## src/inc/hpp_consts.svh

```systemverilog
// Purpose: register offsets, field positions and reset values of the host parallel port
// Assumes: byte addresses on a 12-bit APB address, one 32-bit word per register
// Notes:   included by the top module and by the bench
`ifndef HPP_CONSTS_SVH
`define HPP_CONSTS_SVH

// register byte offsets
`define HPP_OFF_DATA_PORT   12'h000
`define HPP_OFF_DATA_LATCH  12'h004
`define HPP_OFF_DATA_DIR    12'h008
`define HPP_OFF_PIN_E       12'h00c
`define HPP_OFF_LATCH_E     12'h010
`define HPP_OFF_CTRL        12'h014
`define HPP_OFF_ANALOG      12'h018
`define HPP_OFF_IRQ         12'h01c

// fields of direction_and_host_port_control
`define HPP_BIT_IN_FULL     7
`define HPP_BIT_OUT_FULL    6
`define HPP_BIT_IN_OVR      5
`define HPP_BIT_MODE        4
`define HPP_BIT_UNUSED      3

// fields of the host-port event register
`define HPP_BIT_IRQ_FLAG    0
`define HPP_BIT_IRQ_EN      1
`define HPP_BIT_IRQ_PRI     2

// port-E pin roles in host-port mode
`define HPP_PIN_RD          0
`define HPP_PIN_WR          1
`define HPP_PIN_CS          2

// reset values and all-input/all-output enable patterns
`define HPP_RST_DATA_DIR    8'hff
`define HPP_RST_LATCH_D     8'h00
`define HPP_RST_DIR_E       3'h7
`define HPP_RST_LATCH_E     3'h0
`define HPP_RST_ANALOG      3'h0
`define HPP_RST_OE_D        8'hff
`define HPP_RST_OE_E        3'h7
`define HPP_ALL_IN_D        8'hff
`define HPP_ALL_OUT_D       8'h00
`define HPP_ALL_IN_E        3'h7

`endif

```

## src/inc/hpp_pkg.sv

```systemverilog
// Purpose: types shared by the host parallel port files
// Assumes: hpp_consts.svh holds the numbers
// Notes:   the whole top-level state is one packed struct
package hpp_pkg;

  typedef enum logic [1:0] {
    hpp_idle,
    hpp_write,
    hpp_read
  } hpp_state_t;

  typedef struct packed {
    hpp_state_t  state;
    logic [7:0]  data_latch;
    logic [7:0]  data_in;
    logic [7:0]  data_dir;
    logic [2:0]  latch_e;
    logic [2:0]  dir_e;
    logic        mode;
    logic        in_full;
    logic        out_full;
    logic        in_ovr;
    logic [2:0]  analog_cfg;
    logic        irq_flag;
    logic        irq_en;
    logic        irq_pri;
    logic        pready;
    logic        pslverr;
    logic [31:0] prdata;
    logic [7:0]  pd_out;
    logic [7:0]  pd_oe_n;
    logic [2:0]  pe_out;
    logic [2:0]  pe_oe_n;
  } hpp_regs_t;

endpackage

```

## src/design/hpp_sync.sv

```systemverilog
// Purpose: two-flop synchroniser for pin inputs
// Assumes: each bit is an independent level
// Notes:   only the second stage is visible outside
`timescale 1ns/1ns
module hpp_sync #(
  parameter int W = 1
) (
  input  wire logic         clock,
  input  wire logic         arst_n,
  input  wire logic [W-1:0] din,
  output logic      [W-1:0] dout
);

  logic [W-1:0] meta_r;
  logic [W-1:0] sync_r;

  always_ff @(posedge clock or negedge arst_n) begin
    if (!arst_n) begin
      meta_r <= '0;
      sync_r <= '0;
    end else begin
      meta_r <= din;
      sync_r <= meta_r;
    end
  end

  assign dout = sync_r;

endmodule // hpp_sync

```

## src/design/hpp_edge.sv

```systemverilog
// Purpose: edge detector giving one-cycle start and end pulses
// Assumes: input already on the clock domain
// Notes:   previous value resets to inactive
`timescale 1ns/1ns
module hpp_edge #(
  parameter int W = 1
) (
  input  wire logic         clock,
  input  wire logic         arst_n,
  input  wire logic [W-1:0] level,
  output logic      [W-1:0] rise,
  output logic      [W-1:0] fall
);

  logic [W-1:0] prev_r;

  always_ff @(posedge clock or negedge arst_n) begin
    if (!arst_n) begin
      prev_r <= '0;
    end else begin
      prev_r <= level;
    end
  end

  assign rise = level & ~prev_r;
  assign fall = ~level & prev_r;

endmodule // hpp_edge

```

## src/design/hpp_port_e_host.sv

```systemverilog
// Purpose: 3-bit port E and 8-bit host parallel port with APB register access
// Assumes: pins are asynchronous and pass two flops; APB master on clock
// Notes:   host strobes are seen two to three cycles late through the synchronisers
`timescale 1ns/1ns
`include "hpp_consts.svh"
module hpp_port_e_host
  import hpp_pkg::*;
(
  input  wire logic        clock,
  input  wire logic        arst_n,
  input  wire logic        psel,
  input  wire logic        penable,
  input  wire logic        pwrite,
  input  wire logic [11:0] paddr,
  input  wire logic [31:0] pwdata,
  input  wire logic [3:0]  pstrb,
  output logic      [31:0] prdata,
  output logic             pready,
  output logic             pslverr,
  input  wire logic [2:0]  pe_in,
  output logic      [2:0]  pe_out,
  output logic      [2:0]  pe_oe_n,
  input  wire logic [7:0]  pd_in,
  output logic      [7:0]  pd_out,
  output logic      [7:0]  pd_oe_n,
  output logic             host_port_irq_flag
);

  localparam hpp_regs_t RST_C = '{
    state:      hpp_idle,
    data_latch: `HPP_RST_LATCH_D,
    data_dir:   `HPP_RST_DATA_DIR,
    latch_e:    `HPP_RST_LATCH_E,
    dir_e:      `HPP_RST_DIR_E,
    analog_cfg: `HPP_RST_ANALOG,
    pd_oe_n:    `HPP_RST_OE_D,
    pe_oe_n:    `HPP_RST_OE_E,
    default:    '0
  };

  hpp_regs_t   r;
  hpp_regs_t   n;
  logic [2:0]  pe_s;
  logic [7:0]  pd_s;
  logic [1:0]  act;
  logic [1:0]  act_rise;
  logic [1:0]  act_fall;
  logic        wr_act;
  logic        rd_act;
  logic        setup;
  logic        access;
  logic        hit;
  logic [31:0] rd_val;
  logic        cpu_wr;
  logic        cpu_dp_wr;

  //////////////////////////////////////////////////////////////////////////////
  // pin synchronisers and strobe edges

  hpp_sync #(.W(3)) u_sync_e (
    .clock  (clock),
    .arst_n (arst_n),
    .din    (pe_in),
    .dout   (pe_s)
  );

  hpp_sync #(.W(8)) u_sync_d (
    .clock  (clock),
    .arst_n (arst_n),
    .din    (pd_in),
    .dout   (pd_s)
  );

  assign wr_act = r.mode & ~pe_s[`HPP_PIN_CS] & ~pe_s[`HPP_PIN_WR];
  assign rd_act = r.mode & ~pe_s[`HPP_PIN_CS] & ~pe_s[`HPP_PIN_RD];
  assign act    = {rd_act, wr_act};

  hpp_edge #(.W(2)) u_edge (
    .clock  (clock),
    .arst_n (arst_n),
    .level  (act),
    .rise   (act_rise),
    .fall   (act_fall)
  );

  //////////////////////////////////////////////////////////////////////////////
  // apb decode and read mux

  assign setup     = psel & ~penable;
  // pready from a flop limits each setup to exactly one access edge
  assign access    = psel & penable & r.pready;
  assign cpu_wr    = access & pwrite & pstrb[0] & hit;
  assign cpu_dp_wr = cpu_wr & (paddr == `HPP_OFF_DATA_PORT);

  always_comb begin
    hit    = 1'b1;
    rd_val = 32'h0000_0000;
    case (paddr)
      `HPP_OFF_DATA_PORT:  rd_val[7:0] = r.mode ? r.data_in : pd_s;
      `HPP_OFF_DATA_LATCH: rd_val[7:0] = r.data_latch;
      `HPP_OFF_DATA_DIR:   rd_val[7:0] = r.data_dir;
      `HPP_OFF_PIN_E:      rd_val[2:0] = pe_s & r.analog_cfg;
      `HPP_OFF_LATCH_E:    rd_val[2:0] = r.latch_e;
      `HPP_OFF_CTRL:       rd_val[7:0] = {r.in_full, r.out_full, r.in_ovr, r.mode, 1'b0, r.dir_e};
      `HPP_OFF_ANALOG:     rd_val[2:0] = r.analog_cfg;
      `HPP_OFF_IRQ:        rd_val[2:0] = {r.irq_pri, r.irq_en, r.irq_flag};
      default:             hit = 1'b0;
    endcase
  end

  //////////////////////////////////////////////////////////////////////////////
  // next state

  always_comb begin
    n         = r;
    n.pready  = 1'b0;
    n.pslverr = 1'b0;
    // one wait-free access phase: answer prepared during setup
    if (setup) begin
      n.pready  = 1'b1;
      n.pslverr = ~hit;
      n.prdata  = pwrite ? 32'h0000_0000 : rd_val;
    end
    if (access && !pwrite && paddr == `HPP_OFF_DATA_PORT && r.mode) begin
      n.in_full = 1'b0;
    end
    if (cpu_wr) begin
      case (paddr)
        `HPP_OFF_DATA_PORT:  n.data_latch = pwdata[7:0];
        `HPP_OFF_DATA_LATCH: n.data_latch = pwdata[7:0];
        `HPP_OFF_DATA_DIR:   n.data_dir = pwdata[7:0];
        `HPP_OFF_PIN_E:      n.latch_e = pwdata[2:0];
        `HPP_OFF_LATCH_E:    n.latch_e = pwdata[2:0];
        `HPP_OFF_CTRL: begin
          n.mode  = pwdata[`HPP_BIT_MODE];
          n.in_ovr = pwdata[`HPP_BIT_IN_OVR];
          n.dir_e = pwdata[2:0];
        end
        `HPP_OFF_ANALOG:     n.analog_cfg = pwdata[2:0];
        `HPP_OFF_IRQ: begin
          n.irq_flag = r.irq_flag & pwdata[`HPP_BIT_IRQ_FLAG];
          n.irq_en   = pwdata[`HPP_BIT_IRQ_EN];
          n.irq_pri  = pwdata[`HPP_BIT_IRQ_PRI];
        end
        default:             n.data_dir = r.data_dir;
      endcase
    end
    // host sequencer comes after software so hardware sets win
    unique case (r.state)
      hpp_idle: begin
        if (act_rise[0]) begin
          n.state   = hpp_write;
          n.data_in = pd_s;
          if (r.in_full) begin
            n.in_ovr = 1'b1;
          end
        end else if (act_rise[1]) begin
          n.state = hpp_read;
        end
      end
      hpp_write: begin
        if (wr_act) begin
          n.data_in = pd_s;
        end else begin
          n.state    = hpp_idle;
          n.in_full  = 1'b1;
          n.irq_flag = 1'b1;
        end
      end
      hpp_read: begin
        if (!rd_act) begin
          n.state    = hpp_idle;
          n.out_full = 1'b0;
          n.irq_flag = 1'b1;
        end
      end
      // code 3 is never loaded; fall back rather than lock the sequencer
      default: begin
        n.state = hpp_idle;
      end
    endcase
    if (cpu_dp_wr && n.mode) begin
      n.out_full = 1'b1;
    end
    n.pd_out = n.data_latch;
    // in host-port mode drive only during read; otherwise drive follows data_dir
    // drive follows the synced strobe, so it lags the pin by about three clocks
    if (r.mode) begin
      n.pd_oe_n = rd_act ? `HPP_ALL_OUT_D : `HPP_ALL_IN_D;
    end else begin
      n.pd_oe_n = n.data_dir;
    end
    n.pe_out  = n.latch_e;
    n.pe_oe_n = n.mode ? `HPP_ALL_IN_E : n.dir_e;
  end

  //////////////////////////////////////////////////////////////////////////////
  // state register

  always_ff @(posedge clock or negedge arst_n) begin
    if (!arst_n) begin
      r <= RST_C;
    end else begin
      r <= n;
    end
  end

  assign prdata             = r.prdata;
  assign pready             = r.pready;
  assign pslverr            = r.pslverr;
  assign pe_out             = r.pe_out;
  assign pe_oe_n            = r.pe_oe_n;
  assign pd_out             = r.pd_out;
  assign pd_oe_n            = r.pd_oe_n;
  assign host_port_irq_flag = r.irq_flag;
endmodule // hpp_port_e_host

```

## config.mk

```make
export PLATFORM = sky130hd
export DESIGN_NAME = hpp_port_e_host
export DESIGN_NICKNAME = d
export VERILOG_FILES = /design/src/inc/hpp_pkg.sv /design/src/design/hpp_sync.sv /design/src/design/hpp_edge.sv /design/src/design/hpp_port_e_host.sv
export VERILOG_INCLUDE_DIRS = /design/src /design/src/inc
export SDC_FILE = /design/constraint.sdc
export NUM_CORES = 1
export LEC_CHECK = 0
export BUFFER_PORTS_ARGS = -buffer_cell sky130_fd_sc_hd__buf_2
export CAP_MARGIN = 20
export CORE_ASPECT_RATIO = 1.1
export CORE_MARGIN = 2
export CORE_UTILIZATION = 50
export DETAILED_ROUTE_END_ITERATION = 8
export MAX_ROUTING_LAYER = met4
export PLACE_DENSITY = 0.77
export SLEW_MARGIN = 30
export SYNTH_ARGS = -nofsm -noshare
export SYNTH_HDL_FRONTEND = slang
export SYNTH_SLANG_ARGS = --single-unit
```

## constraint.sdc

```tcl
create_clock -name clock -period 2.6 [get_ports clock]
set_input_delay 0.52 -clock clock [delete_from_list [all_inputs] [get_ports clock]]
set_output_delay 0.52 -clock clock [all_outputs]
set_load 0.02 [all_outputs]
```

Yosys cells after proc, flatten, opt, wreduce, memory -nomap -nowiden
Index checks and enable logic that the tools add are counted.

Register bits: 111. Bits of input ports: 64. Word-level logic and storage cells: 114.

Bitwise gates (word level): 19. Reductions and logical operators: 19. Muxes and demuxes: 37. Eq/ne operators: 15.

Operators with widths (count): 8-bit 2-to-1 mux (7); 12-bit by 5-bit equality test with 1-bit output, second input constant (4); 34-bit 2-to-1 mux (1); 12-bit by 4-bit equality test with 1-bit output, second input constant (2); 3-bit one-hot mux with 8 select lines (1); 5-bit one-hot mux with 4 select lines (1); 8-bit one-hot mux with 2 select lines (1); 15-bit 2-to-1 mux (1); 1-bit 2-to-1 mux (13); 12-bit by 3-bit equality test with 1-bit output, second input constant (1); 12-bit zero test (1); 3-bit 2-to-1 mux (4); 1-bit AND (11); 2-bit AND reduction (5); 2-bit 2-to-1 mux (4); 2-bit != test, second input constant (4); 8-bit OR reduction (1); 7-bit 2-to-1 mux (1); 2-bit one-hot mux with 3 select lines (1); 3-bit AND reduction (2); 1-bit NOT (5); 1-bit logical AND (4); 4-bit 2-to-1 mux (1); 2-bit nonzero test (2); 11 further kinds (12).

Logic depth before layout (Yosys ltp)
Gate-level depths: netlist (run 1).

Depth in word-level cells: 9. Gate-level depth with buffers: 6.

By module
From an unflattened synthesis (run 1), not the netlist that was laid out.

Cell total of the unflattened synthesis: 390. Area, all modules: 4296.6 um^2.

By module, submodules not included: hpp_port_e_host (area each 3661.0 um^2, times used 1, cells an instance 362); hpp_sync at u_sync_d (area each 400.4 um^2, times used 1, cells an instance 16); hpp_sync at u_sync_e (area each 150.1 um^2, times used 1, cells an instance 6); hpp_edge (area each 85.1 um^2, times used 1, cells an instance 6).

Least setup slack after synthesis (run 1)
Ideal clock, no wire load.

Kind: input port to flip-flop. From: input port paddr[9]. To: register r[56] in the netlist's numbering. Arrival: 2.228 ns. Data required time: 2.472 ns. Setup slack: 0.245 ns. Cell stages on the path: 6. Path through: or4_1 > buf_4 > or3_1 > buf_2 > nor3_4 > mux2_1.

Word-level cells in the longest chain between the ends: 5.

RTL lines: from (decl) (line hpp_port_e_host.sv:14) `input wire logic [11:0] paddr,`; 12-bit by 5-bit equality test with 1-bit output, or another cell as far along (line hpp_port_e_host.sv:98) `case (paddr)`; 8-bit OR reduction (no source line); 1-bit 2-to-1 mux (line hpp_port_e_host.sv:98); 1-bit AND (line hpp_port_e_host.sv:92) `assign cpu_wr = access & pwrite & pstrb[0] & hit;`; 2-bit AND reduction (no source line) *; to (signal assigned) (line hpp_port_e_host.sv:204) `r <= n;`; to (decl) (line hpp_port_e_host.sv:41) `hpp_regs_t r;`.

Mark *: on every way between the ends. The rest lies on a longest branch, timed or not. A chain may end at the register's enable or synchronous reset.

Final worst setup path (run 1)
Ends and elaborated chain as after synthesis.

==> summary.md, run 1 <==
| Metric | Value |
|---|---|
| VDD IR max | around 420 uV |
| Post-Synthesis Cell Area | between 4000 and 5000 sq um |
| Synthesized flop and latch total | between 80 and 90 |
| Via density | 5.63 |
| Commonest cells post-synth | dfrtp_1 (65), buf_4 (55), mux2_2 (27), dfstp_2 (22), nand2_1 (21) |
| Largest family of logic cells by synthesized area | simple AND/OR/NAND/NOR gates |
| Maxcap violations | 0 |
| Pleak | around 0.0023 uW |
| Compound-Gate Fraction of Synth Area | 0.120 |
| CTS buffer count | 9 |
| Clock Skew | ~0.012 ns |
| Final setup margin | between 0.4 and 0.5 ns |
| Hold Vio Cnt, Final | 0 |
| Port Buf Inserts | 69 |
| DIE AREA | 9430 sq um |
| Maximum number of pins on one net before global-route repair | 49 |
| Fin crit period | roughly 2.1 ns |
| Simple-Gate Fraction of Synth Area | 0.127 |
| Synth Instances | 385 |
| Library cells used by synthesis | 54 |
| HP Class | input port to async pin |
| Initial Utilization | 0.515 |
| Mux contribution to synthesized area | 0.112 |
| Layout area overhead | 10.8% |
| Hold-fix buffers, CTS | 0 |
| Synth warn | 0 |
| Critical Path Start Type | input port |
| Final setup TNS | 0 ns |
| Detailed-route wire length | 9.11 mm |
| Ant diodes | 0 |
| Post-route cell area | 4800 sq um |
| Leading post-synthesis cells by cell area | dfrtp_1 (38%), dfstp_2 (13%), buf_4 (9.5%) |
| CORE AREA | approximately 8400 sq um |
| Async SR Flop Fraction | 1.00 |
| Nets | 500 |
| Cell Pwr Density | 581 nW/um^2 |
| Post-DP HPWL | 6.68 mm |
| DRC viols | 0 |
| Number of synthesized flops with an enable pin | 0 |
| CP required | ~2.9 ns |
| Most numerous cell in the Yosys netlist | dfrtp_1 |
| Rel. slew slack | 0.635 |
| CP Max Fanout | 8 |
| Fraction of layout cells with a size suffix above 1 | 0.388 |
| Final-report max-slew violation count | 0 |
| Avg Inst Size Synth | ~11 sq um |
| Die Width | roughly 93 microns |
| FMAX | 466 MHz |
| Die height | 102 microns |
| Worst path arrival time | 2.39 ns |
| Ys flop type | dfrtp_1 |
| Routability-driven placement congestion ratio | 0.949 |
| Critical Path Sink Type | flop |
| Gr ovfl total | 0 |
| Site Rows | 35 |
| Crit path kind | input port to flop |
| WL met2 | 4.48 mm |
| Antenna violations before repair | 0 |
| H-tree Lvls | 3 |
| Clock Latency Late Sink | 0.36 ns |
| Total GRT Usage | 0.208 |
| Status | complete, no violations |
| Final worst-path cycle share | 0.826 |
| Largest area contributor in the netlist | dfrtp_1 |
| Top cell type's share of synthesized area | 0.375 |
| Final Util | 0.571 |
| Drt first pass iters | 5 |
| Routed length on met1 | 3.66 mm |
| First-pass GRT wire length | 14.6 mm |
| TritonCTS clock tree | done |
| Post_cts resized | 0 |
| Avg WL per Cell | roughly 17 microns |
| Post-CTS Setup Repair Bufs | 0 |
| Clock sink total | 87 |
| Synth Area in XOR/XNOR | 0 |
| Drt first-iter violations | 283 |
| RSZ-0062 raised after global routing | false |
| Vias in the first global route | 2913 |
| Worst-margin pin slew | 0.546 ns |
| Clock root buffer | clkbuf_8 |
| Post-synthesis adder-cell area fraction | 0.00866 |
| Placed inst area | 4570 sq um |
| Max Buffers Root-to-Sink | 2 |
| Post-synthesis sequential area ratio | 0.509 |
| DR top layer | met4 |
| Worst-path clk slew | 0.09 ns |
| Vias | just over 3000 |
| Dpl ws | between 0.09 and 0.1 ns |
| # setup viols final | 0 |
| Hold WS | 0.135 ns |
| I/O pin total | 121 |
| Post-DRT Antenna Nets | 0 |
| Met3 routed WL | 788 microns |
[cells in the final DEF, fill, tap and decap left out, drive strengths merged, types with 4 or more instances in the layout]
| cell type | synthesis | layout |
|---|---|---|
| a211o | 5 | 5 |
| a22oi | 6 | 6 |
| a31oi | 10 | 10 |
| and3 | 5 | 5 |
| buf | 59 | 88 |
| clkbuf | 15 | 10 |
| conb | 1 | 24 |
| dfrtp | 65 | 65 |
| dfstp | 22 | 22 |
| inv | 10 | 11 |
| mux2 | 29 | 29 |
| mux2i | 16 | 16 |
| nand2 | 21 | 21 |
| nand3 | 15 | 15 |
| nand3b | 4 | 4 |
| nor2 | 12 | 12 |
| nor3 | 5 | 5 |
| nor4 | 4 | 4 |
| o21ai | 18 | 18 |
| o22ai | 6 | 6 |
| o31ai | 5 | 5 |
| or2 | 4 | 4 |
[flip-flops by register name, indices dropped and copies added (netlist names)]
name and cells:
u_sync_d.dout 8, u_sync_e.meta_r 3, u_sync_e.dout 3, u_sync_d.meta_r 8
r 30, pe_oe_n 3, host_port_irq_flag 1, pready 1
pe_out 3, pslverr 1, pd_oe_n 8, prdata 8
pd_out 8, u_edge.prev_r 2
[per-layer routing]
metal / vias up / GRT usage
li1: 1399 / -
met1: 1514 / 0.251
met2: 161 / 0.334
met3: 19 / 0.0543
met4: 0 / 0.0837
met5: - / -
[critical path: stages]
cell and delay (ns):
buf_2 0.09, or4_1 0.69, or3_1 0.49, nor3_4 0.26, mux2_1 0.35
[report_power, final]
part | leakage (uW) | internal (uW) | switching, uW
clock | 0.000114 | 574 | 485
combinational | 0.00110 | 115 | 203
sequential | 0.00106 | 1390 | 26.2
total | 0.00227 | 2080 | 714
[path summary, 6_finish.rpt]
kind	from	to	slack, ns	cells past startpoint
max in group asynchronous	arst_n	r[76]	1.78	2
max reg2reg	u_sync_e.dout[2]	r[96]	0.55	4
min	arst_n	r[57]	0.14	1
max	paddr[9]	r[56]	0.45	5
min in group clock	pd_in[7]	u_sync_d.meta_r[7]	0.27	1
min reg2reg	u_sync_d.meta_r[0]	u_sync_d.dout[0]	0.35	0
[stage by stage]
step | total power, uW | instances
floorplan | 1660 | 408
global placement | 1740 | 533
detailed placement | 1760 | 533
CTS | 2820 | 549
global route | 2920 | 549
finish | 2790 | 549
[kinds of logic (layout without fill, tap and decap cells)]
kind of cell / after synthesis / after routing
compound gates: 71 / 71
mux: 45 / 45
simple gates: 93 / 93
fa+ha+maj: 3 / 3
buf+inv: 85 / 115
flops: 87 / 87
other cells: 1 / 24
[area by class of cell]
type	count	area [sq um]
clock buffer	10	138
clock inverter	6	92.6
fill	692	3610
inverter	11	41.3
multi-input combinational	236	1680
sequential	87	2200
tap	111	139
timing repair buffer	88	503
Note: power is estimated with default switching activity, not from simulation.
==> inputs of run 2 (changes only) <==
Clock period 2.6 ns to 2.2 ns, I/O delays scaled along.
==> summary.md, run 2 (synthesized netlist as in run 1, its figures left out) <==
| Metric | Value |
|---|---|
| Clock network power share | 0.384 (+0.005) |
| Cell Pwr Density | 685 nW/um^2 (+18%) |
| Post_cts resized | 0 (unchanged) |
| First-pass GRT wire length | 14.9 mm (+2.7%) |
| Final setup margin | 0.223 ns (-0.229 ns) |
| Clock sink total | 87 (unchanged) |
| Net Switching | 811 uW (+14%) |
| Worst-margin pin slew | 0.844 ns (+0.298 ns) |
| Maxcap violations | 0 (unchanged) |
| Max Buffers Root-to-Sink | 2 (unchanged) |
| Non-Filler Instances | 558 (+1.6%) |
| Gr ovfl total | 0 (unchanged) |
| # setup viols final | 0 (unchanged) |
| Worst-path clk slew | 0.08 ns (about the same) |
| CP required | 2.43 ns (-0.42 ns) |
| Worst R2R Start | r[65] |
| Post-DRT Antenna Nets | 0 (unchanged) |
| P_int | 2540 uW (+22%) |
| Largest reg by FF count | r |
| Most common cell after layout, fill and taps aside | buf_2 |
| Clock Latency Late Sink | 0.35 ns (about the same) |
| Ant diodes | 0 (unchanged) |
| Final worst-path cycle share | 0.899 |
| Drt first-iter violations | 242 (-14%) |
| Die height | 102 microns (unchanged) |
| Worst path arrival time | 2.20 ns (-0.19 ns) |
| Logic pwr share | 0.117 (+0.003) |
| Nets | 509 (+1.8%) |
| Rel. slew slack | 0.435 (-0.200) |
| Part of the power in registers | 0.499 (-0.008) |
| Avg WL per Cell | 16.9 microns (+1.6%) |
| Hold Vio Cnt, Final | 0 (unchanged) |
| Fraction of layout cells with a size suffix above 1 | 0.403 (+0.0146) |
| DRC viols | 0 (unchanged) |
| Drt first pass iters | 5 (unchanged) |
| Detailed-route wire length | 9.40 mm (+3.2%) |
| Status | complete, no violations |
| Final-report max-slew violation count | 0 (unchanged) |
| Fin crit period | approximately 2.0 ns |
| TritonCTS clock tree | done |
| Switching Fraction | 0.242 (-0.0136) |
| Dpl ws | -0.0852 ns (-0.177 ns) |
| Most frequent cells in the layout | buf_2 (68), dfrtp_1 (65), mux2_2 (27), buf_4 (27), conb_1 (24) |
| Setup crit start | r[65] |
| H-tree Lvls | 3 (unchanged) |
| Via density | 5.44 (-3.4%) |
| VDD IR max | 421 uV (+0.61%) |
| FMAX | 506 MHz |
| Crit path kind | flop to flop |
| Layout area overhead | 12.9% |
| Maximum number of pins on one net before global-route repair | 49 (unchanged) |
| Port Buf Inserts | 69 (unchanged) |
| Clock root buffer | clkbuf_8 |
| Critical Path Sink Type | flop |
| Clock Skew | 0.00732 ns (-0.00446 ns) |
| Vias in the first global route | 2896 (-0.58%) |
| RSZ-0062 raised after global routing | false |
| Hold_sp | pd_in[5] |
| Pleak | 0.00232 uW (+2.1%) |
| Post-DP HPWL | 7.00 mm (+4.9%) |
| I/O pin total | 121 (unchanged) |
| CORE AREA | 8410 sq um (unchanged) |
| Vias | 3036 (-1.8%) |
| Routability-driven placement congestion ratio | 0.928 (-2.3%) |
| Total GRT Usage | 0.214 (+0.00692) |
| Max reg flops | 30 (unchanged) |
| DIE AREA | 9430 sq um (unchanged) |
| HP Class | input port to flop |
| Site Rows | 35 (unchanged) |
| Die Width | 92.8 microns (unchanged) |
| Initial Utilization | 0.515 (unchanged) |
| CTS buffer count | 9 (unchanged) |
| Antenna violations before repair | 0 (unchanged) |
| Critical Path Start Type | flop |
| CP Max Fanout | 7 (-1) |
| Placed instance count | 541 (+1.5%) |
## run 2: path summary, 6_finish.rpt
kind / slack (ns) / cells after the start / end
hold reg to reg: 0.35 / 0 / u_sync_d.dout[1]
setup / recovery: 0.22 / 4 / r[97]
hold / removal: 0.19 / 1 / u_sync_d.meta_r[5]
min in group asynchronous: 0.52 / 2 / r[59]
max in group asynchronous: 1.08 / 3 / pd_oe_n[3]
setup reg to reg: 0.22 / 4 / r[97]
## run 2: final cells by class
type / instances / area (sq um)
clock buffer: 10 / 128
clock inverter: 6 / 109
fill: 709 / 3520
inverter: 11 / 41.3
multi-input combinational: 236 / 1700
sequential: 87 / 2200
tap: 111 / 139
timing repair buffer: 97 / 573
## run 2: per-stage QoR
step	hold slack [ns]	utilization	TNS, ns	total power [uW]	area [sq um]
after global placement	0.333	0.552	-0.331	2070	4640
after CTS	0.175	0.582	0	3380	4890
final	0.192	0.582	0	3350	4890
after floorplan	0.144	-	0	1960	4440
after global routing	0.173	0.582	0	3500	4890
after detailed placement	0.335	0.552	-0.589	2090	4640
## run 2: worst max-delay path, stage by stage, from the launching register on
cell	delay, ns
dfrtp_1	0.44
or3b_1	0.39
o21a_1	0.19
a222oi_1	0.44
mux2_2	0.40
## run 2: power groups by stage
stage | logic (uW) | clock network, uW | registers (uW)
after detailed placement | 388 | 0 | 1700
after global routing | 430 | 1400 | 1680
after CTS | 391 | 1320 | 1670
after floorplan | 256 | 0 | 1710
after global placement | 368 | 0 | 1700
final | 392 | 1290 | 1670
## run 2: repair_timing
action,CTS,global route
hold endpoints to repair,15,0
hold buffers,1,0
buffers inserted,0,0
## run 2: per-layer routing
layer	wire length [microns]	vias up	track usage	share of wire
li1	-	1413	-	-
met1	4040	1486	0.272	0.43
met2	4580	117	0.339	0.49
met3	542	20	0.0357	0.058
met4	238	0	0.0995	0.025
met5	0	-	-	0
